**config.mk**
```make
export PLATFORM = sky130hd
export DESIGN_NAME = clkmon_top
export DESIGN_NICKNAME = d
export VERILOG_FILES = /design/src/clkmon_pkg.sv /design/src/clkmon_loss_cnt.sv /design/src/clkmon_sync3.sv /design/src/clkmon_top.sv
export SDC_FILE = /design/constraint.sdc
export NUM_CORES = 1
export LEC_CHECK = 0
export BUFFER_PORTS_ARGS = -buffer_cell sky130_fd_sc_hd__buf_2
export CELL_PAD_IN_SITES_DETAIL_PLACEMENT = 0
export CELL_PAD_IN_SITES_GLOBAL_PLACEMENT = 1
export CORE_MARGIN = 4
export CORE_UTILIZATION = 39
export CTS_BUF_LIST = sky130_fd_sc_hd__clkbuf_2 sky130_fd_sc_hd__clkbuf_4 sky130_fd_sc_hd__clkbuf_8
export DETAILED_ROUTE_END_ITERATION = 10
export HOLD_SLACK_MARGIN = 0.06
export PLACE_DENSITY = 0.86
export SLEW_MARGIN = 20
export SYNTH_ARGS = -nofsm -noshare
export SYNTH_HDL_FRONTEND = slang
export SYNTH_HIERARCHICAL = 1
export SYNTH_SLANG_ARGS = --single-unit
```
**constraint.sdc**
```tcl
create_clock -name i_ref_clk -period 2.6 [get_ports i_ref_clk]
set_input_delay 0.39 -clock i_ref_clk [delete_from_list [all_inputs] [get_ports i_ref_clk]]
set_output_delay 0.39 -clock i_ref_clk [all_outputs]
set_load 0.01 [all_outputs]
```
**src/clkmon_pkg.sv**
```systemverilog
// shared constants and types for the clock-loss monitor
package clkmon_pkg;

    // register addresses on the internal data bus
    localparam logic [15:0] CLKMON_ADDR_WATCH_MODE = 16'hFFA9;
    localparam logic [15:0] CLKMON_ADDR_RESET_CAUSE = 16'hFFAC;

    // field positions
    localparam int CLKMON_WATCH_ENABLE_POS = 0;
    localparam int CLKMON_LVI_FLAG_POS = 0;
    localparam int CLKMON_LOSS_FLAG_POS = 1;
    localparam int CLKMON_WDT_FLAG_POS = 4;
    localparam int CLKMON_OSC_STOP_POS = 7;
    localparam int CLKMON_RING_STOP_POS = 0;
    localparam int CLKMON_MAIN_STATUS_POS = 1;

    // values after reset
    localparam logic [7:0] CLKMON_WATCH_MODE_RESET = 8'h00;
    localparam logic [7:0] CLKMON_RESET_CAUSE_RESET = 8'h00;
    localparam logic [7:0] CLKMON_RDATA_RESET = 8'h00;

    // internal oscillator clocks without high-speed activity before a loss
    localparam int CLKMON_LOSS_CYCLES = 4;

    // default settle selection and its length in main-clock cycles
    localparam logic [7:0] CLKMON_SETTLE_SEL_DEFAULT = 8'h05;
    localparam int CLKMON_SETTLE_EXP_DEFAULT = 16;

    // synchroniser depth for pins from other clock domains
    localparam int CLKMON_SYNC_STAGES = 3;

    // clock that the processor runs from
    typedef enum logic [1:0] {
        CLKMON_CPU_MAIN,
        CLKMON_CPU_INTERNAL,
        CLKMON_CPU_SUBSYSTEM
    } clkmon_cpu_clk_t;

    // monitor states
    typedef enum logic [1:0] {
        CLKMON_IDLE,
        CLKMON_SUSPENDED,
        CLKMON_WATCHING,
        CLKMON_FIRED
    } clkmon_state_t;

endpackage

```
**src/clkmon_loss_cnt.sv**
```systemverilog
// counts sampling clocks without high-speed activity
`timescale 1ns/1ns
module clkmon_loss_cnt #(
    parameter int LOSS_CYCLES = clkmon_pkg::CLKMON_LOSS_CYCLES
) (
    input wire logic i_ref_clk,
    input wire logic i_rst,
    input wire logic i_active,
    input wire logic i_activity,
    output logic o_lost
);

    localparam int CNT_W = $clog2(LOSS_CYCLES + 1);
    localparam logic [CNT_W-1:0] LAST = CNT_W'(LOSS_CYCLES - 1);

    logic [CNT_W-1:0] idle_count;

    initial begin
        if (LOSS_CYCLES < 1) begin
            $error("LOSS_CYCLES must be at least 1");
        end
    end

    always_ff @(posedge i_ref_clk or posedge i_rst) begin
        if (i_rst) begin
            idle_count <= '0;
            o_lost <= 1'b0;
        end else if (!i_active || i_activity) begin
            idle_count <= '0;
            o_lost <= 1'b0;
        end else if (idle_count == LAST) begin
            idle_count <= '0;
            o_lost <= 1'b1;
        end else begin
            idle_count <= idle_count + CNT_W'(1);
            o_lost <= 1'b0;
        end
    end

endmodule

```
**src/clkmon_sync3.sv**
```systemverilog
// three-stage synchroniser with agreement filter and change pulse
`timescale 1ns/1ns
module clkmon_sync3 (
    input wire logic i_ref_clk,
    input wire logic i_rst,
    input wire logic i_async,
    output logic o_level,
    output logic o_change
);

    logic stage1;
    logic stage2;
    logic stage3;

    // first stage feeds only the second
    always_ff @(posedge i_ref_clk or posedge i_rst) begin
        if (i_rst) begin
            stage1 <= 1'b0;
            stage2 <= 1'b0;
            stage3 <= 1'b0;
        end else begin
            stage1 <= i_async;
            stage2 <= stage1;
            stage3 <= stage2;
        end
    end

    // a change counts only once stages two and three agree
    always_ff @(posedge i_ref_clk or posedge i_rst) begin
        if (i_rst) begin
            o_level <= 1'b0;
            o_change <= 1'b0;
        end else begin
            o_change <= (stage2 == stage3) && (stage3 != o_level);
            if (stage2 == stage3) begin
                o_level <= stage3;
            end
        end
    end

endmodule

```
**src/clkmon_top.sv**
```systemverilog
// clock-loss monitor: watch register, reset-cause flags, loss detection
//
// Behaviour
// - sample high-speed clock, reset when it stops
// - four idle sampling clocks declare a loss
// - loss reset sets cause flag bit 1
// - enable bit 0 starts monitoring
// - suspended during post-reset settle interval
// - suspended in STOP and following settle
// - suspended while software stops high-speed clock
// - suspended while internal oscillator is stopped
// - 8-bit mode register, upper bits zero
// - external reset clears mode register
// - enable is sticky against software zero
// - loss reset clears enable, sets flag
// - enable during settle defers until settled
// - enable after settle starts at once
// - resume after STOP settle automatically
// - resume after software clock stop settles
// - resume once internal oscillator runs again
// - operate in normal run and HALT, clocks running
// - oscillator stop only when option allows
// - stop bit source depends on CPU clock
// - oscillator stop bit void if option forbids
// - cause flags cleared by external and power-on resets and reads
`timescale 1ns/1ns
module clkmon_top #(
    parameter int LOSS_CYCLES = clkmon_pkg::CLKMON_LOSS_CYCLES
) (
    input wire logic i_ref_clk,
    input wire logic i_rst,
    input wire logic i_poc_reset,
    input wire logic i_other_int_reset,
    input wire logic i_wdt_reset_req,
    input wire logic i_lvi_reset_req,
    input wire logic i_hs_clk,
    input wire logic [15:0] i_addr,
    input wire logic i_wr_byte,
    input wire logic i_wr_bit,
    input wire logic [2:0] i_bit_pos,
    input wire logic [7:0] i_wdata,
    input wire logic i_rd,
    input wire logic i_stop_mode,
    input wire logic i_halt_mode,
    input wire logic [1:0] i_cpu_clk_sel,
    input wire logic i_main_osc_stop_bit,
    input wire logic i_main_clock_halt_bit,
    input wire logic i_ring_osc_stop_bit,
    input wire logic i_option_osc_stoppable,
    input wire logic i_osc_settle_busy,
    output logic [7:0] o_rdata,
    output logic o_clock_loss_reset,
    output logic o_watch_enable,
    output logic o_monitor_active,
    output logic o_int_osc_run
);

    initial begin
        if (LOSS_CYCLES < 1 || LOSS_CYCLES > 255) begin
            $error("LOSS_CYCLES out of range");
        end
    end

    ////////////////////////////////////////////////////////////////////////
    // helpers

    // true when a write of either width reaches the given bit of a register
    function automatic logic bit_written(
        input logic [15:0] addr,
        input logic [15:0] reg_addr,
        input logic wr_byte,
        input logic wr_bit,
        input logic [2:0] pos,
        input int field
    );
        logic hit;
        hit = (addr == reg_addr);
        bit_written = hit && (wr_byte || (wr_bit && (pos == 3'(field))));
    endfunction

    // value carried by that write for the given bit
    function automatic logic bit_value(
        input logic wr_byte,
        input logic [7:0] wdata,
        input int field
    );
        logic val;
        val = wr_byte ? wdata[field] : wdata[0];
        bit_value = val;
    endfunction

    ////////////////////////////////////////////////////////////////////////
    // pin inputs from other clock domains

    logic hs_level;
    logic hs_change;
    logic settle_busy;
    logic settle_change;

    // high-speed clock is only ever sampled, never used as a clock
    clkmon_sync3 u_hs_sync (
        .i_ref_clk(i_ref_clk),
        .i_rst(i_rst),
        .i_async(i_hs_clk),
        .o_level(hs_level),
        .o_change(hs_change)
    );

    // settle counter runs on the main clock, so it is synchronised too
    clkmon_sync3 u_settle_sync (
        .i_ref_clk(i_ref_clk),
        .i_rst(i_rst),
        .i_async(i_osc_settle_busy),
        .o_level(settle_busy),
        .o_change(settle_change)
    );

    ////////////////////////////////////////////////////////////////////////
    // clock stop conditions

    clkmon_pkg::clkmon_cpu_clk_t cpu_clk;
    logic sw_hs_stop;
    logic ring_stop;
    logic need_suspend;

    assign cpu_clk = clkmon_pkg::clkmon_cpu_clk_t'(i_cpu_clk_sel);

    // which stop bit counts follows the processor's clock source
    always_comb begin
        unique case (cpu_clk)
            clkmon_pkg::CLKMON_CPU_INTERNAL: sw_hs_stop = i_main_osc_stop_bit;
            clkmon_pkg::CLKMON_CPU_SUBSYSTEM: sw_hs_stop = i_main_clock_halt_bit;
            default: sw_hs_stop = 1'b0;
        endcase
    end

    // stop request has no effect unless the option allows it
    assign ring_stop = i_ring_osc_stop_bit && i_option_osc_stoppable;

    // halt is only harmful when a needed clock is gone
    assign need_suspend = i_stop_mode
        || sw_hs_stop
        || ring_stop
        || (i_halt_mode && (sw_hs_stop || ring_stop));

    always_ff @(posedge i_ref_clk or posedge i_rst) begin
        if (i_rst) begin
            o_int_osc_run <= 1'b1;
        end else begin
            o_int_osc_run <= !ring_stop;
        end
    end

    ////////////////////////////////////////////////////////////////////////
    // settle interval tracking

    // wait lasts until the settle counter has been seen busy, then idle;
    // a counter that never reports busy keeps the monitor parked
    logic settle_wait;
    logic settle_seen;
    logic loss_fire;
    logic int_reset;

    assign int_reset = loss_fire || i_other_int_reset || i_poc_reset;

    always_ff @(posedge i_ref_clk or posedge i_rst) begin
        if (i_rst) begin
            settle_wait <= 1'b1;
            settle_seen <= 1'b0;
        end else if (int_reset || i_stop_mode || sw_hs_stop) begin
            settle_wait <= 1'b1;
            settle_seen <= 1'b0;
        end else if (settle_busy) begin
            settle_seen <= 1'b1;
        end else if (settle_seen && settle_change) begin
            settle_wait <= 1'b0;
            settle_seen <= 1'b0;
        end
    end

    ////////////////////////////////////////////////////////////////////////
    // watch mode register

    logic watch_enable;
    logic enable_wr;
    logic enable_val;

    assign enable_wr = bit_written(i_addr, clkmon_pkg::CLKMON_ADDR_WATCH_MODE, i_wr_byte, i_wr_bit,
        i_bit_pos, clkmon_pkg::CLKMON_WATCH_ENABLE_POS);
    assign enable_val = bit_value(i_wr_byte, i_wdata, clkmon_pkg::CLKMON_WATCH_ENABLE_POS);

    always_ff @(posedge i_ref_clk or posedge i_rst) begin
        if (i_rst) begin
            watch_enable <= clkmon_pkg::CLKMON_WATCH_MODE_RESET[clkmon_pkg::CLKMON_WATCH_ENABLE_POS];
        end else if (int_reset) begin
            watch_enable <= 1'b0;
        end else if (enable_wr && enable_val) begin
            watch_enable <= 1'b1;
        end
        // writes of zero fall through and leave the bit set
    end

    assign o_watch_enable = watch_enable;

    ////////////////////////////////////////////////////////////////////////
    // monitor state

    clkmon_pkg::clkmon_state_t state;
    clkmon_pkg::clkmon_state_t next_state;
    logic suspended;

    assign suspended = settle_wait || need_suspend;

    always_comb begin
        next_state = state;
        unique case (state)
            clkmon_pkg::CLKMON_IDLE: begin
                if (watch_enable) begin
                    next_state = suspended ? clkmon_pkg::CLKMON_SUSPENDED
                        : clkmon_pkg::CLKMON_WATCHING;
                end
            end
            clkmon_pkg::CLKMON_SUSPENDED: begin
                if (!watch_enable) begin
                    next_state = clkmon_pkg::CLKMON_IDLE;
                end else if (!suspended) begin
                    next_state = clkmon_pkg::CLKMON_WATCHING;
                end
            end
            clkmon_pkg::CLKMON_WATCHING: begin
                if (loss_fire) begin
                    next_state = clkmon_pkg::CLKMON_FIRED;
                end else if (!watch_enable) begin
                    next_state = clkmon_pkg::CLKMON_IDLE;
                end else if (suspended) begin
                    next_state = clkmon_pkg::CLKMON_SUSPENDED;
                end
            end
            clkmon_pkg::CLKMON_FIRED: begin
                next_state = clkmon_pkg::CLKMON_IDLE;
            end
        endcase
    end

    always_ff @(posedge i_ref_clk or posedge i_rst) begin
        if (i_rst) begin
            state <= clkmon_pkg::CLKMON_IDLE;
        end else if (i_poc_reset || i_other_int_reset) begin
            state <= clkmon_pkg::CLKMON_IDLE;
        end else begin
            state <= next_state;
        end
    end

    logic watching;

    // gate on the live condition so a suspend stops counting at once
    assign watching = (state == clkmon_pkg::CLKMON_WATCHING) && watch_enable && !suspended;

    always_ff @(posedge i_ref_clk or posedge i_rst) begin
        if (i_rst) begin
            o_monitor_active <= 1'b0;
        end else begin
            o_monitor_active <= (next_state == clkmon_pkg::CLKMON_WATCHING) && !int_reset;
        end
    end

    ////////////////////////////////////////////////////////////////////////
    // loss detection

    clkmon_loss_cnt #(
        .LOSS_CYCLES(LOSS_CYCLES)
    ) u_loss_cnt (
        .i_ref_clk(i_ref_clk),
        .i_rst(i_rst),
        .i_active(watching),
        .i_activity(hs_change),
        .o_lost(loss_fire)
    );

    always_ff @(posedge i_ref_clk or posedge i_rst) begin
        if (i_rst) begin
            o_clock_loss_reset <= 1'b0;
        end else begin
            o_clock_loss_reset <= loss_fire;
        end
    end

    ////////////////////////////////////////////////////////////////////////
    // reset cause flags

    logic [7:0] reset_cause_flags;
    logic cause_read;
    logic [7:0] cause_set;

    assign cause_read = i_rd && (i_addr == clkmon_pkg::CLKMON_ADDR_RESET_CAUSE);

    always_comb begin
        cause_set = 8'h00;
        cause_set[clkmon_pkg::CLKMON_LOSS_FLAG_POS] = loss_fire;
        cause_set[clkmon_pkg::CLKMON_WDT_FLAG_POS] = i_wdt_reset_req;
        cause_set[clkmon_pkg::CLKMON_LVI_FLAG_POS] = i_lvi_reset_req;
    end

    // a new cause in the read cycle survives the read clear
    always_ff @(posedge i_ref_clk or posedge i_rst) begin
        if (i_rst) begin
            reset_cause_flags <= clkmon_pkg::CLKMON_RESET_CAUSE_RESET;
        end else if (i_poc_reset) begin
            reset_cause_flags <= clkmon_pkg::CLKMON_RESET_CAUSE_RESET;
        end else if (cause_read) begin
            reset_cause_flags <= cause_set;
        end else begin
            reset_cause_flags <= reset_cause_flags | cause_set;
        end
    end

    ////////////////////////////////////////////////////////////////////////
    // read port

    logic [7:0] next_rdata;

    always_comb begin
        next_rdata = 8'h00;
        if (i_addr == clkmon_pkg::CLKMON_ADDR_WATCH_MODE) begin
            next_rdata[clkmon_pkg::CLKMON_WATCH_ENABLE_POS] = watch_enable;
        end else if (i_addr == clkmon_pkg::CLKMON_ADDR_RESET_CAUSE) begin
            next_rdata = reset_cause_flags;
        end
    end

    always_ff @(posedge i_ref_clk or posedge i_rst) begin
        if (i_rst) begin
            o_rdata <= clkmon_pkg::CLKMON_RDATA_RESET;
        end else if (i_rd) begin
            o_rdata <= next_rdata;
        end
    end

endmodule
```
==> impl_metrics.json, run 1 <==
{
  "p_switching_uw": 194,
  "rsz0062_at_grt": "no",
  "post_cts_resized": 0,
  "ys_seq_elements": 29,
  "fp.dieH_um": 65.0,
  "grt_first_pass_wirelength_um": 4330,
  "start_util": 0.411,
  "drc": 0,
  "worst-path-max-fanout": 4,
  "cts_made_buffers": 5,
  "cts.sinks": 29,
  "synth_area_um2": 1270,
  "io_buffers": 49,
  "syn_avg_cell_area_um2": 12.3,
  "cp.arrival_ns": 2.05,
  "r2r_slack_ns": 0.98,
  "internal_power_uw": 661,
  "yosysWarnings": 6,
  "async_flop_share": 1.00,
  "yosys.area.top_type": "dfrtp_1",
  "fp-row-count": 20,
  "synth_cell_type_count": 36,
  "powerDensity_nw_per_um2": 530,
  "clk_latency_ns": 0.32,
  "mostFrequentLayoutCell": "buf_2",
  "fin_crit_sh": 0.689,
  "slew_violations": 0,
  "cp-start-kind": "primary input",
  "whs_path_depth": 1,
  "cp.required_ns": 2.86,
  "tns_ns": 0,
  "power_leakage_nw": 0.824,
  "grt_pass1_vias": 1028,
  "antenna_left": 0,
  "layout_common_cells": "49 x buf_2, 27 x dfrtp_1, 13 x inv_1, 6 x nand2b_1, 5 x clkbuf_4",
  "wl_um": 2480,
  "drt_pass1_iterations": 4,
  "grt-ovfl-total": 0,
  "reg2reg_to": "u_loss_cnt/idle_count[2]",
  "ys_top_cells_by_area": "dfrtp_1 53%, dfstp_2 4.2%, inv_1 3.9%",
  "dp.cells": 191,
  "finish.net_count": 204,
  "synth_edf_count": 0,
  "cts_tree": "done",
  "n_antenna_cell": 0,
  "swShare": 0.227,
  "cts_root_buf": "clkbuf_4",
  "die_x_um": 65.0,
  "grt_max_degree": 16,
  "drt-wirelength-per-cell_um": 12.4,
  "relSlewSlack": 0.634,
  "yosysTopAreaCellShare": 0.534,
  "endpoint_kind": "flip-flop",
  "setup_violations": 0,
  "clockBufferDepth": 2,
  "synth-seq-area-share": 0.575,
  "path_clk_slew_ns": 0.09,
  "fin_skew_ns": 0.00585,
  "io_pins": 58,
  "ff2ff_path_depth": 4,
  "vias_per_cell": 4.71,
  "fin_crit_ns": 1.79,
  "area_growth_pct": 27.3,
  "stdcell_count": 200,
  "core_area_um2": 3080,
  "die_area_um2": 4220,
  "drt_iter0_drc": 25,
  "synthFlopType": "dfrtp_1",
  "status": "complete, no violations",
  "irDropWorstVdd_uv": 355,
  "grt_usage": 0.134,
  "fillerInstances": 286,
  "worst_pin_slew_ns": 0.548,
  "min-delay-path-class": "primary input to flip-flop",
  "whs_endpoint": "u_hs_sync/stage1",
  "drive_gt1_frac": 0.449,
  "max_freq_mhz": 558,
  "synth_nets": 152,
  "netlist_instances": 103,
  "seq_power_share": 0.558,
  "dr_total_vias": 942,
  "r2r-start": "o_watch_enable",
  "antenna_found_initial": 0,
  "pwr-share-comb": 0.082,
  "h-tree-depth": 2,
  "gp_congestion": 0.732,
  "pwr-share-clk": 0.360,
  "critPathKind": "primary input to flip-flop",
  "cts_setup_buffers": 0,
  "maxCapViolations": 0,
  "worstHoldStart": "i_hs_clk",
  "hold_viol": 0,
  "hpwl_um": 1960
}
power groups by stage:
stage	logic, mW	clock network [mW]	registers [mW]
3_5_place_dp	0.0704	0	0.486
3_3_place_gp	0.0673	0	0.484
6_report	0.0704	0.307	0.477
4_1_cts	0.0721	0.319	0.477
5_1_grt	0.0808	0.341	0.480
2_1_floorplan	0.0336	0	0.483
timing repair:
action                                 in CTS  in global routing
endpoints found under the hold margin      14                  0
hold buffers                                1                  0
setup endpoints to repair                   0                  0
flip-flops by register name, summed over array words and instances (netlist names), 2 cells and up:
name,count
o_rdata,4
reset_cause_flags,3
state,2
u_loss_cnt/idle_count,3
worst max path at each step:
stage                     start                  endpoint  slack (ns)  cells after the start
3_3_place_gp   i_cpu_clk_sel[0]  u_loss_cnt/idle_count[2]        0.55                      8
6_report       i_cpu_clk_sel[0]  u_loss_cnt/idle_count[2]        0.81                      8
3_5_place_dp   i_cpu_clk_sel[0]  u_loss_cnt/idle_count[2]        0.47                      8
5_1_grt        i_cpu_clk_sel[0]  u_loss_cnt/idle_count[2]        0.72                      8
4_1_cts        i_cpu_clk_sel[0]  u_loss_cnt/idle_count[2]        0.82                      8
2_1_floorplan  i_cpu_clk_sel[0]  u_loss_cnt/idle_count[2]        0.74                      7
logic make-up (layout without fill, tap and decap cells):
kind of cell / after synthesis / after routing / share of synthesized area
AOI/OAI and AO/OA: 19 / 19 / 0.112
adders and majority gates: 5 / 5 / 0.0474
buffers and inverters: 18 / 71 / 0.0662
DFF: 29 / 29 / 0.575
and+or+nand+nor: 32 / 32 / 0.200
synthesized netlist by cell type, types with 3 or more instances:
cell / count
dfrtp_1: 27
nand2b_1: 6
ha_1: 3
nand2_1: 3
o21ai_0: 3
buf_4: 4
inv_1: 13
a21oi_1: 4
nor2b_1: 3
o22ai_1: 3
area by class of cell:
cell class              instances  area [um^2]  share of cell area
flip-flops and latches         29          728               0.452
multi-input cells              56          454               0.282
repair buffers                 50          255               0.158
clock buffers                   7         65.1              0.0404
well taps                      44         55.1              0.0342
inverters                      13         48.8              0.0303
clock inverters                 1         5.00             0.00311
metrics by stage:
step / hold WS (ns) / cell area (um^2) / util / total power [mW] / setup slack [ns]
after floorplan: 0.156 / 1270 / - / 0.517 / 0.736
after global placement: 0.311 / 1530 / 0.498 / 0.551 / 0.553
after detailed placement: 0.319 / 1530 / 0.498 / 0.556 / 0.468
after CTS: 0.151 / 1610 / 0.524 / 0.868 / 0.822
after global routing: 0.147 / 1610 / 0.524 / 0.901 / 0.722
final: 0.169 / 1610 / 0.524 / 0.855 / 0.808
routing by layer:
metal	wire length, um	track usage	vias up
li1	-	-	462
met1	1020	0.142	442
met2	1250	0.240	33
met3	177	0.0416	5
met4	35	0.0633	0
met5	0	0	-
worst max-delay path, stage by stage:
cell	delay [ns]
buf_2	0.09
inv_1	0.04
ha_1	0.19
a22oi_2	0.17
o21bai_2	0.10
or4_4	0.51
nor3b_2	0.30
and4bb_2	0.26
Power figures use the tool's default switching activity.
==> run 2, diff against run 1 <==
--- a/config.mk
+++ b/config.mk
@@ -9,11 +9,11 @@
 export CELL_PAD_IN_SITES_DETAIL_PLACEMENT = 0
 export CELL_PAD_IN_SITES_GLOBAL_PLACEMENT = 1
 export CORE_MARGIN = 4
-export CORE_UTILIZATION = 39
+export CORE_UTILIZATION = 33
 export CTS_BUF_LIST = sky130_fd_sc_hd__clkbuf_2 sky130_fd_sc_hd__clkbuf_4 sky130_fd_sc_hd__clkbuf_8
 export DETAILED_ROUTE_END_ITERATION = 10
 export HOLD_SLACK_MARGIN = 0.06
-export PLACE_DENSITY = 0.86
+export PLACE_DENSITY = 0.77
 export SLEW_MARGIN = 20
 export SYNTH_ARGS = -nofsm -noshare
 export SYNTH_HDL_FRONTEND = slang
==> constraint.sdc (replaced) <==
create_clock -name i_ref_clk -period 1.6 [get_ports i_ref_clk]
set_input_delay 0.24 -clock i_ref_clk [delete_from_list [all_inputs] [get_ports i_ref_clk]]
set_output_delay 0.24 -clock i_ref_clk [all_outputs]
set_load 0.01 [all_outputs]
==> impl_metrics.json, run 2 (same netlist as run 1, synthesis figures left out) <==
{
  "grt_max_degree": 16,
  "min-delay-path-class": "primary input to flip-flop",
  "cp.arrival_ns": 1.79,
  "regMostFlops": "o_rdata",
  "h-tree-depth": 2,
  "maxCapViolations": 0,
  "whs_path_depth": 1,
  "wl_um": 2550,
  "irDropWorstVdd_uv": 486,
  "fin_hold_ws_ns": 0.0751,
  "grt_first_pass_wirelength_um": 4430,
  "drive_gt1_frac": 0.484,
  "seq_power_share": 0.515,
  "critical_path.startpoint": "i_cpu_clk_sel[0]",
  "die_x_um": 69.9,
  "seqCellArea_um2": 728,
  "endpoint_kind": "flip-flop",
  "ff2ff_path_depth": 4,
  "multi_input_area_um2": 485,
  "cp.required_ns": 1.81,
  "fillerInstances": 368,
  "fin_crit_ns": 1.58,
  "swShare": 0.211,
  "status": "complete, no violations",
  "p_switching_uw": 318,
  "n_antenna_cell": 0,
  "worst_pin_slew_ns": 0.569,
  "reg_top3": "o_rdata: 4 flops, reset_cause_flags: 3 flops, u_loss_cnt/idle_count: 3 flops",
  "internal_power_mw": 1.19,
  "crit_slowest_cell": "or4_4",
  "cp-start-kind": "primary input",
  "drt_pass1_iterations": 2,
  "antenna_left": 0,
  "grt_pass1_vias": 978,
  "power_leakage_nw": 0.850,
  "fin_skew_ns": 0.00720,
  "cts.sinks": 29,
  "dr_total_vias": 958,
  "layout_common_cells": "47 x buf_2, 27 x dfrtp_1, 11 x inv_1, 6 x nand2b_1, 5 x clkbuf_8",
  "largest_reg_flops": 4,
  "powerDensity_nw_per_um2": 880,
  "worst-path-max-fanout": 4,
  "gp_congestion": 0.746,
  "vias_per_cell": 4.63,
  "core_area_um2": 3690,
  "setup_violations": 0,
  "clockBufferDepth": 2,
  "finalPower_mw": 1.51,
  "critPathKind": "primary input to flip-flop",
  "drt-wirelength-per-cell_um": 12.3,
  "clk_latency_ns": 0.28,
  "cts_tree": "done",
  "start_util": 0.343,
  "grt_usage": 0.113,
  "grt-ovfl-total": 0,
  "finish.net_count": 207,
  "hpwl_um": 2040,
  "critical-path-max-stage-delay_ns": 0.56,
  "io_pins": 58,
  "fp-row-count": 22,
  "path_clk_slew_ns": 0.05,
  "pwr-share-clk": 0.400,
  "io_buffers": 49,
  "drt_iter0_drc": 12,
  "relSlewSlack": 0.620,
  "tns_ns": 0,
  "fin_crit_sh": 0.988,
  "slew_violations": 0,
  "pwr-share-comb": 0.086,
  "die_area_um2": 4890,
  "r2r-start": "o_watch_enable",
  "hold_viol": 0,
  "area_growth_pct": 35.3,
  "cts_root_buf": "clkbuf_8",
  "fp.dieH_um": 69.9,
  "path_cells": "buf_8 -> inv_6 -> ha_4 -> a22oi_2 -> o21bai_2 -> or4_4 -> nor3b_4 -> and4bb_2",
  "mostFrequentLayoutCell": "buf_2",
  "antenna_found_initial": 0,
  "cts_made_buffers": 5,
  "worstHoldStart": "i_hs_clk",
  "max_freq_mhz": 632,
  "drc": 0,
  "rsz0062_at_grt": "yes"
}
-- run 2: worst paths after layout --
kind / endpoint / slack, ns
min reg2reg: u_hs_sync/stage2 / 0.35
max: u_loss_cnt/idle_count[2] / 0.02
max in group asynchronous: settle_wait / 0.62
min in group asynchronous: u_loss_cnt/idle_count[1] / 0.43
max reg2reg: u_loss_cnt/idle_count[2] / 0.11
min: u_hs_sync/stage1 / 0.08
-- run 2: metal layers --
layer | wire (um) | global-route usage
met5 | 0 | 0
met4 | 30 | 0.0447
met3 | 235 | 0.0561
met2 | 1250 | 0.182
met1 | 1030 | 0.128
-- run 2: what timing repair did --
item / in CTS / in global routing
endpoints found under the setup margin: 0 / 4
endpoints found under the hold margin: 14 / 0
hold buffers: 1 / 0
setup buffers: 0 / 0
resized for setup: 0 / 7
-- run 2: layout make-up --
type | instances | area share
flip-flops and latches | 29 | 0.425
clock buffers | 8 | 0.0533
repair buffers | 53 | 0.172
multi-input cells | 56 | 0.283
well taps | 48 | 0.0351
inverters | 13 | 0.0314
-- run 2: power groups by stage --
stage / Sequential [mW] / Combinational, mW / Clock [mW]
2_1_floorplan: 0.785 / 0.0587 / 0
3_5_place_dp: 0.789 / 0.125 / 0
5_1_grt: 0.779 / 0.146 / 0.660
6_report: 0.776 / 0.129 / 0.602
4_1_cts: 0.776 / 0.128 / 0.627
3_3_place_gp: 0.787 / 0.120 / 0
-- run 2: worst max-delay path: cells and delay by family --
kind	cells	cell delay, ns
buf+inv	2	0.12
simple gates	3	1.04
compound gates	2	0.25
fa+ha+maj	1	0.14
-- run 2: through the flow --
stage               instance area (um^2)   util  setup slack (ns)  std cells
global route                        1710  0.464           -0.0507        207
floorplan                           1300      -           -0.0287        103
CTS                                 1690  0.458           0.00643        207
finish                              1710  0.464            0.0187        207
detailed placement                  1590  0.431            -0.289        198
global placement                    1590  0.431            -0.226        198
